File: src/kel_defines.svh
// Purpose: Constants for the keyless entry lock control block
// Assumes: 100 MHz pclk
// Notes:   Times in ms with derived cycle counts
`ifndef KEL_DEFINES_SVH
`define KEL_DEFINES_SVH
`define KEL_CLK_MHZ        100
`define KEL_FOREIGN_LIMIT  256
`define KEL_RECOVER_COUNT  5
`define KEL_RELOCK_MS      30000
`define KEL_RETRY_MS       1000
`define KEL_FLASH_MS       250
`define KEL_MOTOR_MS       200
`define KEL_MS_CYCLES(ms)  (32'(64'(ms) * 64'd1000 * `KEL_CLK_MHZ))
// APB register byte offsets
`define KEL_REG_CTRL       12'h000
`define KEL_REG_STAT       12'h004
`define KEL_REG_IRQ_STAT   12'h008
`define KEL_REG_IRQ_CLR    12'h00c
`define KEL_REG_IRQ_EN     12'h010
`define KEL_REG_CODE       12'h014
`define KEL_REG_FCOUNT     12'h018
// Interrupt status bit positions
`define KEL_IRQ_LOCKED     0
`define KEL_IRQ_UNLOCKED   1
`define KEL_IRQ_LOCKOUT    2
`define KEL_IRQ_RECOVER    3
`define KEL_IRQ_RELOCK     4
`define KEL_IRQ_W          5
// Control bit: enable keyless function
`define KEL_CTRL_ENABLE    0
`define KEL_CTRL_RESET     32'h0000_0001
`endif

File: src/kel_pkg.sv
// Purpose: Types for the keyless entry lock control block
// Assumes: Used with kel_defines.svh
// Notes:   Function codes and controller states
package kel_pkg;
  typedef enum logic [1:0] {
    KEL_FN_NONE   = 2'h0,
    KEL_FN_LOCK   = 2'h1,
    KEL_FN_UNLOCK = 2'h2
  } kel_fn_t;
  typedef enum logic [4:0] {
    KEL_ST_IDLE  = 5'h01,
    KEL_ST_DRIVE = 5'h02,
    KEL_ST_CHECK = 5'h04,
    KEL_ST_WAIT  = 5'h08,
    KEL_ST_FLASH = 5'h10
  } kel_state_t;
endpackage

File: src/kel_link_if.sv
// Purpose: Link between meter computer end and body controller end
// Assumes: One clock, pclk
// Notes:   Request is a one-cycle strobe with function and id
`timescale 1ns/1ps
interface kel_link_if #(parameter int ID_W = 32) (input wire logic pclk);
  import kel_pkg::*;
  logic            req;
  kel_fn_t         fn;
  logic [ID_W-1:0] id;
  logic            door_open;
  logic            key_in;
  modport meter (output req, output fn, output id,
                 output door_open, output key_in);
  modport body  (input req, input fn, input id,
                 input door_open, input key_in);
endinterface

File: src/kel_body_end.sv
// Purpose: Body controller end of the keyless entry lock control
// Assumes: Inputs synchronous to pclk; APB slave with zero wait states
// Notes:   Rules listed below
// Behaviour
// - Lock out unlocks after 256 foreign attempts
// - Five registered unlocks restore normal operation
// - Transmitter sends id and function per press
// - Act only on matching id, lock/unlock
// - Meter relays requests over the link
// - Drive all door motors together
// - Lock one direction, unlock opposite
// - Auto-relock after 30 s unlocked
// - Cancel relock on open, lock, key, ignition
// - Ignore requests while door open or key
// - Retry command after 1 s if unconfirmed
// - Flash hazards once lock, twice unlock
// - Only driver door reports lock position
// - Courtesy switch high means door open
// - Meter sends door and key state
//
// Design decisions made here: the placing of the registers and the APB register port.
`timescale 1ns/1ps
`include "kel_defines.svh"
module kel_body_end
  import kel_pkg::*;
#(
  parameter int ID_W       = 32,
  parameter int DOORS      = 5,
  parameter int unsigned RELOCK_CYC = `KEL_MS_CYCLES(`KEL_RELOCK_MS),
  parameter int unsigned RETRY_CYC  = `KEL_MS_CYCLES(`KEL_RETRY_MS),
  parameter int unsigned FLASH_CYC  = `KEL_MS_CYCLES(`KEL_FLASH_MS),
  parameter int unsigned MOTOR_CYC  = `KEL_MS_CYCLES(`KEL_MOTOR_MS)
) (
  // Clock and reset
  input  wire logic             pclk,
  input  wire logic             presetn,
  // APB slave
  input  wire logic             psel,
  input  wire logic             penable,
  input  wire logic             pwrite,
  input  wire logic [11:0]      paddr,
  input  wire logic [31:0]      pwdata,
  output logic      [31:0]      prdata,
  output logic                  pready,
  output logic                  pslverr,
  // Link from meter computer
  kel_link_if.body              link,
  // Vehicle inputs
  input  wire logic             drv_locked,
  input  wire logic             ign_on,
  // Actuators and interrupt
  output logic      [DOORS-1:0] motor_lock,
  output logic      [DOORS-1:0] motor_unlock,
  output logic                  flasher,
  output logic                  irq
);
  localparam int CW = 32;
  kel_state_t            st_q;
  logic [CW-1:0]         tmr_q, rlk_q;
  logic                  rlk_arm_q, retried_q, lockout_q;
  kel_fn_t               cmd_q;
  logic                  kl_q;      // Command came from the transmitter
  logic [2:0]            blinks_q;
  logic [8:0]            fcnt_q;
  logic [2:0]            rcnt_q;
  logic [31:0]           ctrl_q;
  logic [ID_W-1:0]       code_q;
  logic [`KEL_IRQ_W-1:0] ist_q, ien_q, iev;
  // Decode of a strobed request
  function automatic logic is_fn(input kel_fn_t f, input kel_fn_t want);
    return link.req && (f == want);
  endfunction
  logic wr, rd, id_ok, inhibit, kl_lock, kl_unlock, foreign;
  logic confirmed;
  assign wr        = psel && penable && pwrite;
  assign rd        = psel && !penable && !pwrite;
  assign id_ok     = (link.id == code_q);
  assign inhibit   = link.door_open || link.key_in
                     || !ctrl_q[`KEL_CTRL_ENABLE];
  assign foreign   = is_fn(link.fn, KEL_FN_UNLOCK) && !id_ok && !inhibit;
  assign kl_lock   = is_fn(link.fn, KEL_FN_LOCK) && id_ok && !inhibit;
  assign kl_unlock = is_fn(link.fn, KEL_FN_UNLOCK) && id_ok && !inhibit
                     && (!lockout_q || rcnt_q == 3'(`KEL_RECOVER_COUNT - 1));
  // driver door switch is the sole position report
  assign confirmed = (cmd_q == KEL_FN_LOCK) ? drv_locked : !drv_locked;
  // Lockout counters
  always_ff @(posedge pclk or negedge presetn) begin
    if (!presetn) begin
      fcnt_q    <= '0;
      rcnt_q    <= '0;
      lockout_q <= 1'b0;
    end else if (lockout_q) begin
      if (is_fn(link.fn, KEL_FN_UNLOCK) && id_ok && !inhibit) begin
        if (rcnt_q == 3'(`KEL_RECOVER_COUNT - 1)) begin
          lockout_q <= 1'b0;
          rcnt_q    <= '0;
          fcnt_q    <= '0;
        end else begin
          rcnt_q <= rcnt_q + 3'h1;
        end
      end
    end else if (foreign) begin
      if (fcnt_q == 9'(`KEL_FOREIGN_LIMIT - 1)) begin
        lockout_q <= 1'b1;
        fcnt_q    <= 9'(`KEL_FOREIGN_LIMIT);
      end else begin
        fcnt_q <= fcnt_q + 9'h1;
      end
    end
  end
  // Command sequencer: drive, check, retry, answer back
  always_ff @(posedge pclk or negedge presetn) begin
    if (!presetn) begin
      st_q      <= KEL_ST_IDLE;
      tmr_q     <= '0;
      cmd_q     <= KEL_FN_NONE;
      kl_q      <= 1'b0;
      retried_q <= 1'b0;
      blinks_q  <= '0;
      flasher   <= 1'b0;
    end else begin
      case (st_q)
        KEL_ST_IDLE: begin
          tmr_q <= '0;
          if (kl_lock || kl_unlock) begin
            cmd_q     <= kl_lock ? KEL_FN_LOCK : KEL_FN_UNLOCK;
            kl_q      <= 1'b1;
            retried_q <= 1'b0; // Retry flag stays in status until now
            st_q      <= KEL_ST_DRIVE;
          end else if (rlk_arm_q && rlk_q == CW'(RELOCK_CYC - 1)) begin
            cmd_q     <= KEL_FN_LOCK;
            kl_q      <= 1'b0;
            retried_q <= 1'b0;
            st_q      <= KEL_ST_DRIVE;
          end
        end
        KEL_ST_DRIVE: begin
          tmr_q <= tmr_q + 1'b1;
          if (tmr_q == CW'(MOTOR_CYC - 1)) begin
            tmr_q <= '0;
            st_q  <= KEL_ST_CHECK;
          end
        end
        KEL_ST_CHECK: begin
          if (confirmed) begin
            blinks_q <= (cmd_q == KEL_FN_LOCK) ? 3'h1 : 3'h2;
            st_q     <= KEL_ST_FLASH;
          end else if (!retried_q) begin
            st_q <= KEL_ST_WAIT;
          end else begin
            st_q <= KEL_ST_IDLE;
          end
        end
        KEL_ST_WAIT: begin
          tmr_q <= tmr_q + 1'b1;
          if (tmr_q == CW'(RETRY_CYC - 1)) begin
            tmr_q     <= '0;
            retried_q <= 1'b1;
            st_q      <= KEL_ST_DRIVE;
          end
        end
        KEL_ST_FLASH: begin
          tmr_q <= tmr_q + 1'b1;
          if (tmr_q == CW'(FLASH_CYC - 1)) begin
            tmr_q   <= '0;
            flasher <= !flasher;
            if (flasher) begin
              blinks_q <= blinks_q - 3'h1;
              if (blinks_q == 3'h1) st_q <= KEL_ST_IDLE;
            end
          end
        end
        default: st_q <= KEL_ST_IDLE;
      endcase
    end
  end
  // Motor drive: all doors together, opposite senses
  always_ff @(posedge pclk or negedge presetn) begin
    if (!presetn) begin
      motor_lock   <= '0;
      motor_unlock <= '0;
    end else begin
      motor_lock   <= {DOORS{st_q == KEL_ST_DRIVE && cmd_q == KEL_FN_LOCK}};
      motor_unlock <= {DOORS{st_q == KEL_ST_DRIVE && cmd_q == KEL_FN_UNLOCK}};
    end
  end
  // Auto-relock timer
  always_ff @(posedge pclk or negedge presetn) begin
    if (!presetn) begin
      rlk_arm_q <= 1'b0;
      rlk_q     <= '0;
    end else if (link.door_open || link.key_in || ign_on
                 || (drv_locked && st_q == KEL_ST_IDLE)) begin
      rlk_arm_q <= 1'b0;
      rlk_q     <= '0;
    end else if (st_q == KEL_ST_FLASH && kl_q && cmd_q == KEL_FN_UNLOCK) begin
      rlk_arm_q <= 1'b1;
      rlk_q     <= '0;
    end else if (rlk_arm_q) begin
      if (rlk_q == CW'(RELOCK_CYC - 1) && st_q == KEL_ST_IDLE) begin
        rlk_arm_q <= 1'b0;
      end
      rlk_q <= rlk_q + 1'b1;
    end
  end

  // Interrupt events
  always_comb begin
    iev = '0;
    iev[`KEL_IRQ_LOCKED]   = st_q == KEL_ST_CHECK && confirmed
                             && cmd_q == KEL_FN_LOCK;
    iev[`KEL_IRQ_UNLOCKED] = st_q == KEL_ST_CHECK && confirmed
                             && cmd_q == KEL_FN_UNLOCK;
    iev[`KEL_IRQ_LOCKOUT]  = foreign && !lockout_q
                             && fcnt_q == 9'(`KEL_FOREIGN_LIMIT - 1);
    iev[`KEL_IRQ_RECOVER]  = lockout_q && kl_unlock;
    iev[`KEL_IRQ_RELOCK]   = rlk_arm_q && st_q == KEL_ST_IDLE
                             && rlk_q == CW'(RELOCK_CYC - 1);
  end

  // Sticky status: set wins over clear
  always_ff @(posedge pclk or negedge presetn) begin
    if (!presetn) begin
      ist_q <= '0;
    end else begin
      ist_q <= (ist_q & ~((wr && paddr == `KEL_REG_IRQ_CLR)
                ? pwdata[`KEL_IRQ_W-1:0] : '0)) | iev;
    end
  end

  // Writable registers
  always_ff @(posedge pclk or negedge presetn) begin
    if (!presetn) begin
      ctrl_q <= `KEL_CTRL_RESET;
      ien_q  <= '0;
      code_q <= '0;
    end else if (wr) begin
      case (paddr)
        `KEL_REG_CTRL:   ctrl_q <= pwdata;
        `KEL_REG_IRQ_EN: ien_q  <= pwdata[`KEL_IRQ_W-1:0];
        `KEL_REG_CODE:   code_q <= pwdata[ID_W-1:0];
        default: ;
      endcase
    end
  end

  // APB read data, error and interrupt output
  always_ff @(posedge pclk or negedge presetn) begin
    if (!presetn) begin
      prdata  <= '0;
      pready  <= 1'b1;
      pslverr <= 1'b0;
      irq     <= 1'b0;
    end else begin
      pready  <= 1'b1;
      irq     <= |(ist_q & ien_q);
      pslverr <= psel && !penable && !(paddr inside {`KEL_REG_CTRL,
                 `KEL_REG_STAT, `KEL_REG_IRQ_STAT, `KEL_REG_IRQ_CLR,
                 `KEL_REG_IRQ_EN, `KEL_REG_CODE, `KEL_REG_FCOUNT});
      if (rd) begin
        case (paddr)
          `KEL_REG_CTRL:     prdata <= ctrl_q;
          `KEL_REG_STAT:     prdata <= {24'h0, st_q, retried_q,
                                        rlk_arm_q, lockout_q};
          `KEL_REG_IRQ_STAT: prdata <= 32'(ist_q);
          `KEL_REG_IRQ_EN:   prdata <= 32'(ien_q);
          `KEL_REG_CODE:     prdata <= 32'(code_q);
          `KEL_REG_FCOUNT:   prdata <= {20'h0, rcnt_q, fcnt_q};
          default:           prdata <= '0;
        endcase
      end
    end
  end
endmodule // kel_body_end

File: src/flat_wrapper.sv
// flat-port wrapper written by rule: the top's interface ports become plain ports
module kel_body_end_flat import kel_pkg::*;
#(
  parameter int ID_W       = 32,
  parameter int DOORS      = 5,
  parameter int unsigned RELOCK_CYC = `KEL_MS_CYCLES(`KEL_RELOCK_MS),
  parameter int unsigned RETRY_CYC  = `KEL_MS_CYCLES(`KEL_RETRY_MS),
  parameter int unsigned FLASH_CYC  = `KEL_MS_CYCLES(`KEL_FLASH_MS),
  parameter int unsigned MOTOR_CYC  = `KEL_MS_CYCLES(`KEL_MOTOR_MS)
)
  (pclk, presetn, psel, penable, pwrite, paddr, pwdata, prdata, pready, pslverr, drv_locked, ign_on, motor_lock, motor_unlock, flasher, irq, link_req, link_fn, link_id, link_door_open, link_key_in);
  kel_link_if #(.ID_W(ID_W)) link_i (.pclk(pclk));
  input  wire logic pclk;
  input  wire logic presetn;
  input  wire logic psel;
  input  wire logic penable;
  input  wire logic pwrite;
  input  wire logic [11:0] paddr;
  input  wire logic [31:0] pwdata;
  output logic      [31:0] prdata;
  output logic pready;
  output logic pslverr;
  input  wire logic drv_locked;
  input  wire logic ign_on;
  output logic      [DOORS-1:0] motor_lock;
  output logic      [DOORS-1:0] motor_unlock;
  output logic flasher;
  output logic irq;
  input wire logic [$bits(link_i.req)-1:0] link_req;
  input wire logic [$bits(link_i.fn)-1:0] link_fn;
  input wire logic [$bits(link_i.id)-1:0] link_id;
  input wire logic [$bits(link_i.door_open)-1:0] link_door_open;
  input wire logic [$bits(link_i.key_in)-1:0] link_key_in;
  assign link_i.req = link_req;
  assign link_i.fn = link_fn;
  assign link_i.id = link_id;
  assign link_i.door_open = link_door_open;
  assign link_i.key_in = link_key_in;
  kel_body_end #(.ID_W(ID_W), .DOORS(DOORS), .RELOCK_CYC(RELOCK_CYC), .RETRY_CYC(RETRY_CYC), .FLASH_CYC(FLASH_CYC), .MOTOR_CYC(MOTOR_CYC)) u_core (.pclk(pclk), .presetn(presetn), .psel(psel), .penable(penable), .pwrite(pwrite), .paddr(paddr), .pwdata(pwdata), .prdata(prdata), .pready(pready), .pslverr(pslverr), .link(link_i), .drv_locked(drv_locked), .ign_on(ign_on), .motor_lock(motor_lock), .motor_unlock(motor_unlock), .flasher(flasher), .irq(irq));
endmodule
File: config.mk
export PLATFORM = sky130hd
export DESIGN_NAME = kel_body_end_flat
export DESIGN_NICKNAME = d
export VERILOG_FILES = /design/src/kel_pkg.sv /design/src/kel_link_if.sv /design/src/kel_body_end.sv /design/src/flat_wrapper.sv
export VERILOG_INCLUDE_DIRS = /design/src
export SDC_FILE = /design/constraint.sdc
export NUM_CORES = 1
export LEC_CHECK = 0
export ABC_CLOCK_PERIOD_IN_PS = 7080
export CAP_MARGIN = 20
export CORE_MARGIN = 2
export CORE_UTILIZATION = 54
export DETAILED_ROUTE_END_ITERATION = 8
export DONT_BUFFER_PORTS = 1
export GPL_ROUTABILITY_DRIVEN = 1
export GPL_TIMING_DRIVEN = 0
export PLACE_DENSITY_LB_ADDON = 0.12
export SYNTH_ARGS = -nofsm -noshare
export SYNTH_HDL_FRONTEND = slang
export SYNTH_SLANG_ARGS = --single-unit
File: constraint.sdc
create_clock -name pclk -period 7.08 [get_ports pclk]
set_input_delay 0.708 -clock pclk [delete_from_list [all_inputs] [get_ports pclk]]
set_output_delay 0.708 -clock pclk [all_outputs]
set_load 0.02 [all_outputs]
==> results.sh, run 1 <==
export IMPL_synth_compound_area_frac=0.127
export IMPL_setup_viol=0
export IMPL_pwr_share_clk=0.459
export IMPL_cts_tree="built"
export IMPL_multi_input_area_um2=4840
export IMPL_holdBufCountCts=1
export IMPL_synth_simple_area_share=0.184
export IMPL_final_setup_skew_ns=0.0150
export IMPL_n_antenna_cell=0
export IMPL_synthDistinctLibCells=76
export IMPL_final_nets=1117
export IMPL_antenna_left=0
export IMPL_antenna_found_initial=0
export IMPL_dieWidth_um=142
export IMPL_synth_edf_count=0
export IMPL_ys_top_cells_by_area="dfrtp_1, mux2_2, xnor2_1"
export IMPL_cts_buffers=23
export IMPL_synth_top_family_by_area="simple AND/OR/NAND/NOR gates"
export IMPL_cp_start_kind="flip-flop"
export IMPL_synth_xor_area_frac=0.0651
export IMPL_hp_class="input pin to asynchronous set/reset pin"
export IMPL_synthAdderAreaFrac=0.00979
export IMPL_combinationalPowerShare=0.069
export IMPL_finalSetupTns_ns=0
export IMPL_drive_above_1_share=0.161
export IMPL_swShare=0.244
export IMPL_cts_resized=0
export IMPL_placedCellCount=1226
export IMPL_max_slew_margin=0.336
export IMPL_outcome="finished, final reports clean"
export IMPL_end_kind="flip-flop"
export IMPL_clockBufferDepth=3
export IMPL_drt_pass1_iterations=5
export IMPL_synth_ff_type="dfrtp_1"
export IMPL_grt_pass1_vias=7604
export IMPL_routed_wl_um=25800
export IMPL_p_leak_uw=0.00492
export IMPL_htreeDepth=1
export IMPL_synth_mux_area_frac=0.0874
export IMPL_worst_pin_slew_ns=0.996
export IMPL_cp_data_required_time_ns=7.52
export IMPL_worstPathMaxFanout=7
export IMPL_via_count=7790
export IMPL_rsz0062_at_grt="no"
export IMPL_initial_core_util=0.548
export IMPL_grt_pass1_wl_um=41500
export IMPL_remaining_drc_errors=0
export IMPL_synth_cells=989
export IMPL_regArea_um2=5030
export IMPL_grt_max_degree=200
export IMPL_io_buffers=0
export IMPL_r2r_start="u_core.fcnt_q[0]"
export IMPL_yosysSeqAreaShare=0.492
export IMPL_synthArstFlopShare=1.00
export IMPL_synth_area_um2=10200
export IMPL_fin_crit_sh=0.412
export IMPL_globalRouteTotalUtil=0.260
export IMPL_worstPathArrival_ns=3.36
export IMPL_yosys_warnings=0
export IMPL_cts_root_buf="clkbuf_16"
export IMPL_peakVddDrop_uv=165
export IMPL_clock_sinks=201
export IMPL_cap_violations=0
export IMPL_r2r_end="u_core.fcnt_q[7]"
export IMPL_overflow=0
export IMPL_fin_crit_ns=2.92
export IMPL_std_cell_rows=50
export IMPL_synth_top_cell_area_share=0.487
export IMPL_ys_ff_latch=201
export IMPL_post_cts_buffers=0
export IMPL_syn_area_per_cell_um2=10.3
export IMPL_p_switching_uw=600
export IMPL_reg2reg_slack_ns=4.16
export IMPL_clock_fmax_ghz=0.343
export IMPL_dieArea_um2=20000
export IMPL_drt_wirelength_per_cell_um=20.3
export IMPL_r2r_cells=10
export IMPL_gp_congestion=0.891
export IMPL_clock_latency_ns=0.52
export IMPL_clk_pin_slew_ns=0.06
export IMPL_viasPerCell=6.13
export IMPL_p_seq_frac=0.472
export IMPL_core_area_um2=18600
export IMPL_p_int_uw=1860
export IMPL_power_density_nw_per_um2=218
export IMPL_final_max_slew_viol_count=0
export IMPL_yosys_area_top_type="dfrtp_1"
export IMPL_stdcell_count=1271
export IMPL_syn_num_nets=1085
export IMPL_die_h_um=142
export IMPL_syn2layout_area_growth_pct=10.5
export IMPL_final_hold_violation_count=0
export IMPL_path_class="flip-flop to flip-flop"
export IMPL_hpwl_um=18300
export IMPL_fill_cells=1582
export IMPL_drtIter0Drc=711
export IMPL_pin_count=134
critical path, cell delays in order, from the launching register on:
cell and delay, ns:
dfrtp_1 0.41, ha_1 0.23, and3_1 0.22, and3_1 0.21, and3_1 0.22, ha_1 0.23, nor2_1 0.41, nand2_1 0.10
a21oi_1 0.47, a41oi_1 0.18, a31oi_1 0.16
placed cells by master (no fill, tap or decap), types with 23 or more instances in the layout:
cell / n
o21ai_0: 55
dfrtp_1: 199
clkbuf_16: 23
clkbuf_1: 31
nand3_1: 34
nor2_1: 70
nand2_1: 110
nand4_1: 28
mux2_2: 73
a22oi_1: 26
xnor2_1: 55
layout make-up:
type	count	share of cell area
Sequential cell	201	0.446
Multi-Input combinational cell	715	0.428
Clock buffer	36	0.0606
Tap cell	234	0.0259
Buffer	54	0.0248
Inverter	19	0.00631
Timing Repair Buffer	7	0.00510
Clock inverter	5	0.00354
stage by stage:
stage               instance area [um^2]  worst slack (ns)  hold WS (ns)  power [uW]  utilization
detailed placement                 10500              3.59         0.419        1330        0.565
CTS                                11300              3.85        0.0127        2490        0.605
global placement                   10500              3.52         0.418        1330        0.564
floorplan                          10200              4.59         0.412        1280            -
global route                       11300              3.93        0.0102        2550        0.606
finish                             11300              4.16        0.0319        2460        0.606
registers in the layout, indices dropped and copies added (netlist names), 2 cells and up:
signal and flops:
u_core.code_q 32, u_core.ctrl_q 32, u_core.prdata 32, u_core.rlk_q 32, u_core.tmr_q 32, u_core.fcnt_q 9
u_core.ien_q 5, u_core.ist_q 5, u_core.st_q 5, u_core.blinks_q 3, u_core.rcnt_q 3, u_core.cmd_q 2
worst max-delay path by stage:
stage,from,end,slack [ns]
final,u_core.fcnt_q[0],u_core.fcnt_q[7],4.16
after global routing,u_core.fcnt_q[0],u_core.fcnt_q[4],3.93
after CTS,u_core.code_q[6],u_core.fcnt_q[4],3.85
after detailed placement,link_id[6],u_core.fcnt_q[4],3.59
after global placement,link_id[23],u_core.fcnt_q[4],3.52
after floorplan,paddr[9],u_core.ien_q[0],4.59
routing by layer:
layer | GRT usage | wire length, um | up-vias | share of wire
met5 | 0 | 0 | - | 0
met4 | 0.0763 | 728 | 0 | 0.028
met3 | 0.0462 | 1740 | 55 | 0.068
met2 | 0.437 | 12500 | 286 | 0.49
met1 | 0.348 | 10800 | 3789 | 0.42
li1 | - | - | 3660 | -
power groups by stage:
stage	logic (uW)	registers (uW)	clock network, uW
after global routing	187	1160	1200
after global placement	146	1180	0
after floorplan	97.8	1180	0
final	169	1160	1130
after detailed placement	144	1180	0
after CTS	169	1160	1160
logic make-up (layout without fill, tap and decap cells):
| logic type | after synthesis | count (layout) |
|---|---|---|
| compound gates | 189 | 189 |
| other cells | 1 | 1 |
| buf+inv | 73 | 121 |
| simple gates | 361 | 361 |
| fa+ha+maj | 8 | 8 |
| mux | 80 | 80 |
| xor+xnor | 76 | 76 |
| flops | 201 | 201 |
Yosys cell counts, types with 19 or more instances:
| cell | count |
|---|---|
| and3_1 | 19 |
| mux2_2 | 73 |
| nor2_1 | 70 |
| xnor2_1 | 55 |
| dfrtp_1 | 199 |
| xor2_1 | 21 |
| clkbuf_1 | 24 |
| nand4_1 | 28 |
| a22oi_1 | 26 |
| nand3_1 | 34 |
| nand2_1 | 110 |
| nor3_1 | 21 |
| a21oi_1 | 21 |
| o21ai_0 | 55 |
| inv_1 | 19 |
Note: power is estimated with default switching activity, not from simulation.
==> run 2, diff against run 1 <==
ABC_CLOCK_PERIOD_IN_PS = 3000   (was 7080)
clock period = 3 ns   (was 7.08 ns; I/O delays follow)
==> results.sh, run 2 (same netlist as run 1, synthesis figures left out) <==
export IMPL_cp_data_required_time_ns=3.36
export IMPL_max_slew_margin=0.355
export IMPL_power_density_nw_per_um2=498
export IMPL_io_buffers=0
export IMPL_fin_crit_ns=2.80
export IMPL_overflow=0
export IMPL_fill_cells=1545
export IMPL_violations="negative hold slack"
export IMPL_setup_ws_ns=0.205
export IMPL_whs_ns=-0.520
export IMPL_pin_count=134
export IMPL_cts_tree="built"
export IMPL_layout_commonest_cell="dfrtp_1"
export IMPL_stdcell_count=1307
export IMPL_cts_buffers=23
export IMPL_drt_wirelength_per_cell_um=20.0
export IMPL_outcome="finished with violations"
export IMPL_final_nets=1153
export IMPL_clk_pin_slew_ns=0.06
export IMPL_holdBufCountCts=38
export IMPL_fin_crit_sh=0.932
export IMPL_final_max_slew_viol_count=0
export IMPL_clock_sinks=201
export IMPL_final_hold_violation_count=201
export IMPL_initial_core_util=0.548
export IMPL_drtIter0Drc=698
export IMPL_dieArea_um2=20000
export IMPL_post_place_ws_ns=-0.220
export IMPL_drive_above_1_share=0.157
export IMPL_viasPerCell=6.10
export IMPL_r2r_cells=7
export IMPL_rsz0062_at_grt="no"
export IMPL_worst_pin_slew_ns=0.959
export IMPL_gp_congestion=0.891
export IMPL_grt_max_degree=202
export IMPL_htreeDepth=1
export IMPL_dieWidth_um=142
export IMPL_r2r_end="u_core.tmr_q[19]"
export IMPL_antenna_found_initial=0
export IMPL_via_count=7973
export IMPL_worstPathArrival_ns=3.15
export IMPL_core_area_um2=18600
export IMPL_placedCellCount=1226
export IMPL_syn2layout_area_growth_pct=14.1
export IMPL_reg2reg_slack_ns=0.20
export IMPL_remaining_drc_errors=0
export IMPL_grt_pass1_vias=7815
export IMPL_p_leak_uw=0.00505
export IMPL_n_antenna_cell=0
export IMPL_cp_start_kind="flip-flop"
export IMPL_finalSetupTns_ns=0
export IMPL_clock_fmax_ghz=0.358
export IMPL_hp_class="input pin to asynchronous set/reset pin"
export IMPL_cap_violations=0
export IMPL_globalRouteTotalUtil=0.262
export IMPL_r2r_start="u_core.tmr_q[26]"
export IMPL_routed_wl_um=26100
export IMPL_drt_pass1_iterations=9
export IMPL_layout_common_cells="dfrtp_1, nand2_1, mux2_2, nor2_1"
export IMPL_worstPathMaxFanout=10
export IMPL_clock_latency_ns=0.52
export IMPL_grt_pass1_wl_um=41900
export IMPL_peakVddDrop_uv=386
export IMPL_clockBufferDepth=3
export IMPL_die_h_um=142
export IMPL_std_cell_rows=50
export IMPL_end_kind="flip-flop"
export IMPL_hpwl_um=18300
export IMPL_antenna_left=0
export IMPL_final_setup_skew_ns=0.0131
export IMPL_path_class="flip-flop to flip-flop"
export IMPL_setup_viol=0
export IMPL_cts_root_buf="clkbuf_16"
[run 2: layout make-up]
class | count | area, um^2 | area share
clock inverters | 5 | 40.0 | 0.00343
flip-flops and latches | 201 | 5030 | 0.432
plain buffers | 54 | 280 | 0.0240
clock buffers | 36 | 684 | 0.0587
inverters | 19 | 71.3 | 0.00612
repair buffers | 43 | 405 | 0.0348
well taps | 234 | 293 | 0.0251
multi-input cells | 715 | 4850 | 0.416
[run 2: metrics by stage]
stage / cell area (um^2) / utilization / total power, uW
after global routing: 11700 / 0.625 / 6010
final: 11700 / 0.625 / 5800
after CTS: 11600 / 0.624 / 5870
after global placement: 10500 / 0.564 / 3130
after floorplan: 10200 / - / 3020
after detailed placement: 10500 / 0.565 / 3130
[run 2: metal layers]
| layer | part of all wire | vias up | global-route usage | wire length (um) |
|---|---|---|---|---|
| li1 | - | 3734 | - | - |
| met1 | 0.42 | 3899 | 0.349 | 11000 |
| met2 | 0.49 | 282 | 0.443 | 12700 |
| met3 | 0.060 | 58 | 0.0449 | 1560 |
| met4 | 0.030 | 0 | 0.0789 | 786 |
| met5 | 0 | - | 0 | 0 |
[run 2: worst max path at each step]
| stage | start | endpoint |
|---|---|---|
| CTS | u_core.fcnt_q[0] | u_core.fcnt_q[7] |
| finish | u_core.tmr_q[26] | u_core.tmr_q[19] |
| global route | u_core.tmr_q[28] | u_core.tmr_q[23] |
| detailed placement | u_core.code_q[6] | u_core.fcnt_q[4] |
| global placement | u_core.code_q[23] | u_core.fcnt_q[4] |
| floorplan | u_core.fcnt_q[0] | u_core.fcnt_q[7] |
[run 2: worst max-delay path, cell delays in order, from the launching register on]
cell      delay [ns]
dfrtp_1         0.35
clkbuf_1        0.22
nor4b_1         0.36
nand4_1         0.27
nor4_4          0.47
o21bai_1        0.34
nor2_1          0.46
o32ai_1         0.16
[run 2: what timing repair did]
item	4_1_cts	5_1_grt
buffers inserted	0	0
hold endpoints to repair	278	201
endpoints found under the setup margin	8	8
gates resized for setup	1	2
[run 2: report_power, final]
group | switching, uW | internal [uW] | total (uW)
clock network | 1090 | 1570 | 2660
registers | 16.9 | 2730 | 2740
logic | 270 | 125 | 395
==> run 3, diff against run 2 <==
RECOVER_POWER = 100   (was default)
TNS_END_PERCENT = 10   (was default)
==> results.sh, run 3 (same netlist as run 1, synthesis figures left out) <==
export IMPL_grt_pass1_vias=7815
export IMPL_rsz0062_at_grt="no"
export IMPL_syn2layout_area_growth_pct=13.4
export IMPL_outcome="finished with violations"
export IMPL_clock_sinks=201
export IMPL_grt_pass1_wl_um=41900
export IMPL_drt_pass1_iterations=7
export IMPL_std_cell_rows=50
export IMPL_final_hold_violation_count=201
export IMPL_post_place_ws_ns=-0.220
export IMPL_hp_class="input pin to asynchronous set/reset pin"
export IMPL_n_antenna_cell=0
export IMPL_holdBufCountCts=38
export IMPL_io_buffers=0
export IMPL_cts_root_buf="clkbuf_16"
export IMPL_end_kind="flip-flop"
export IMPL_viasPerCell=6.14
export IMPL_remaining_drc_errors=0
export IMPL_placedCellCount=1226
export IMPL_max_slew_margin=0.229
export IMPL_globalRouteTotalUtil=0.262
export IMPL_fin_crit_sh=0.944
export IMPL_grt_max_degree=202
export IMPL_initial_core_util=0.548
export IMPL_final_nets=1153
export IMPL_antenna_found_initial=0
export IMPL_htreeDepth=1
export IMPL_final_max_slew_viol_count=0
export IMPL_setup_viol=0
export IMPL_clock_fmax_ghz=0.353
export IMPL_stdcell_count=1307
export IMPL_overflow=0
export IMPL_cts_tree="built"
export IMPL_drtIter0Drc=731
export IMPL_worst_pin_slew_ns=1.15
export IMPL_gp_congestion=0.891
export IMPL_fin_crit_ns=2.83
export IMPL_dieArea_um2=20000
export IMPL_die_h_um=142
export IMPL_whs_ns=-0.518
export IMPL_peakVddDrop_uv=384
export IMPL_cap_violations=0
export IMPL_p_int_uw=4420
export IMPL_cp_start_kind="flip-flop"
export IMPL_p_switching_uw=1380
export IMPL_routed_wl_um=26100
export IMPL_final_setup_skew_ns=0.0111
export IMPL_worstPathArrival_ns=3.19
export IMPL_dieWidth_um=142
export IMPL_swShare=0.238
export IMPL_antenna_left=0
export IMPL_worstPathMaxFanout=10
export IMPL_power_density_nw_per_um2=501
export IMPL_p_leak_uw=0.00496
export IMPL_drt_wirelength_per_cell_um=20.0
export IMPL_clock_latency_ns=0.51
export IMPL_pin_count=134
export IMPL_cts_buffers=23
export IMPL_post_cts_buffers=0
export IMPL_layout_commonest_cell="dfrtp_1"
export IMPL_via_count=8024
export IMPL_core_area_um2=18600
export IMPL_path_class="flip-flop to flip-flop"
export IMPL_pwr_share_clk=0.459
export IMPL_clk_pin_slew_ns=0.06
export IMPL_layout_common_cells="dfrtp_1, nand2_1, mux2_2, nor2_1"
export IMPL_combinationalPowerShare=0.068
export IMPL_cp_data_required_time_ns=3.36
export IMPL_drive_above_1_share=0.132
export IMPL_violations="negative hold slack"
export IMPL_hpwl_um=18300
export IMPL_clockBufferDepth=3
export IMPL_setup_ws_ns=0.168
export IMPL_p_seq_frac=0.473
==> run 3: metrics by stage <==
step | setup TNS [ns] | utilization | cell area, um^2 | power [uW]
6_report | 0 | 0.622 | 11600 | 5800
2_1_floorplan | 0 | - | 10200 | 3020
4_1_cts | 0 | 0.624 | 11600 | 5870
3_3_place_gp | -2.06 | 0.564 | 10500 | 3130
5_1_grt | 0 | 0.622 | 11600 | 6010
3_5_place_dp | -1.64 | 0.565 | 10500 | 3130
==> run 3: final cells by class <==
class	instances	area [um^2]
well taps	234	293
repair buffers	43	403
fillers	1565	7050
multi-input cells	715	4830
flip-flops and latches	201	5030
clock inverters	5	40.0
plain buffers	54	236
clock buffers	36	684
inverters	19	71.3
==> run 3: what timing repair did <==
item,in CTS,in global routing
gates resized for setup,1,2
hold endpoints to repair,278,201
endpoints found under the setup margin,8,8
pin swaps,0,0
==> run 3: final timing paths <==
path / from / end / cells past startpoint / slack, ns
max: u_core.tmr_q[1] / u_core.tmr_q[19] / 8 / 0.17
min: presetn / u_core.rcnt_q[2] / 0 / -0.52
max reg2reg: u_core.tmr_q[1] / u_core.tmr_q[19] / 8 / 0.17
min reg2reg: u_core.blinks_q[2] / u_core.blinks_q[2] / 1 / 0.47
max in group asynchronous: presetn / u_core.st_q[0] / 0 / 3.21
min in group pclk: drv_locked / u_core.rlk_arm_q / 2 / 0.08
==> run 3: per-layer routing <==
metal | wire (um) | track usage | vias to the layer above
met5 | 0 | 0 | -
met4 | 784 | 0.0789 | 0
met3 | 1640 | 0.0449 | 58
met2 | 12800 | 0.443 | 307
met1 | 10900 | 0.349 | 3921
li1 | - | - | 3738
==> run 3: power by group through the flow <==
| stage | logic (uW) | registers, uW | clock network, uW |
|---|---|---|---|
| after floorplan | 231 | 2790 | 0 |
| after global placement | 343 | 2790 | 0 |
| after detailed placement | 341 | 2790 | 0 |
| after CTS | 392 | 2740 | 2740 |
| after global routing | 428 | 2740 | 2840 |
| final | 396 | 2740 | 2670 |
==> run 3: critical path, stage by stage (launching register included) <==
cell and delay, ns:
dfrtp_1 0.39, ha_1 0.22, nand3_1 0.18, or4_1 0.66, nor4b_4 0.37, o21ai_2 0.15, buf_6 0.18, nor2_1 0.37
o32ai_1 0.16
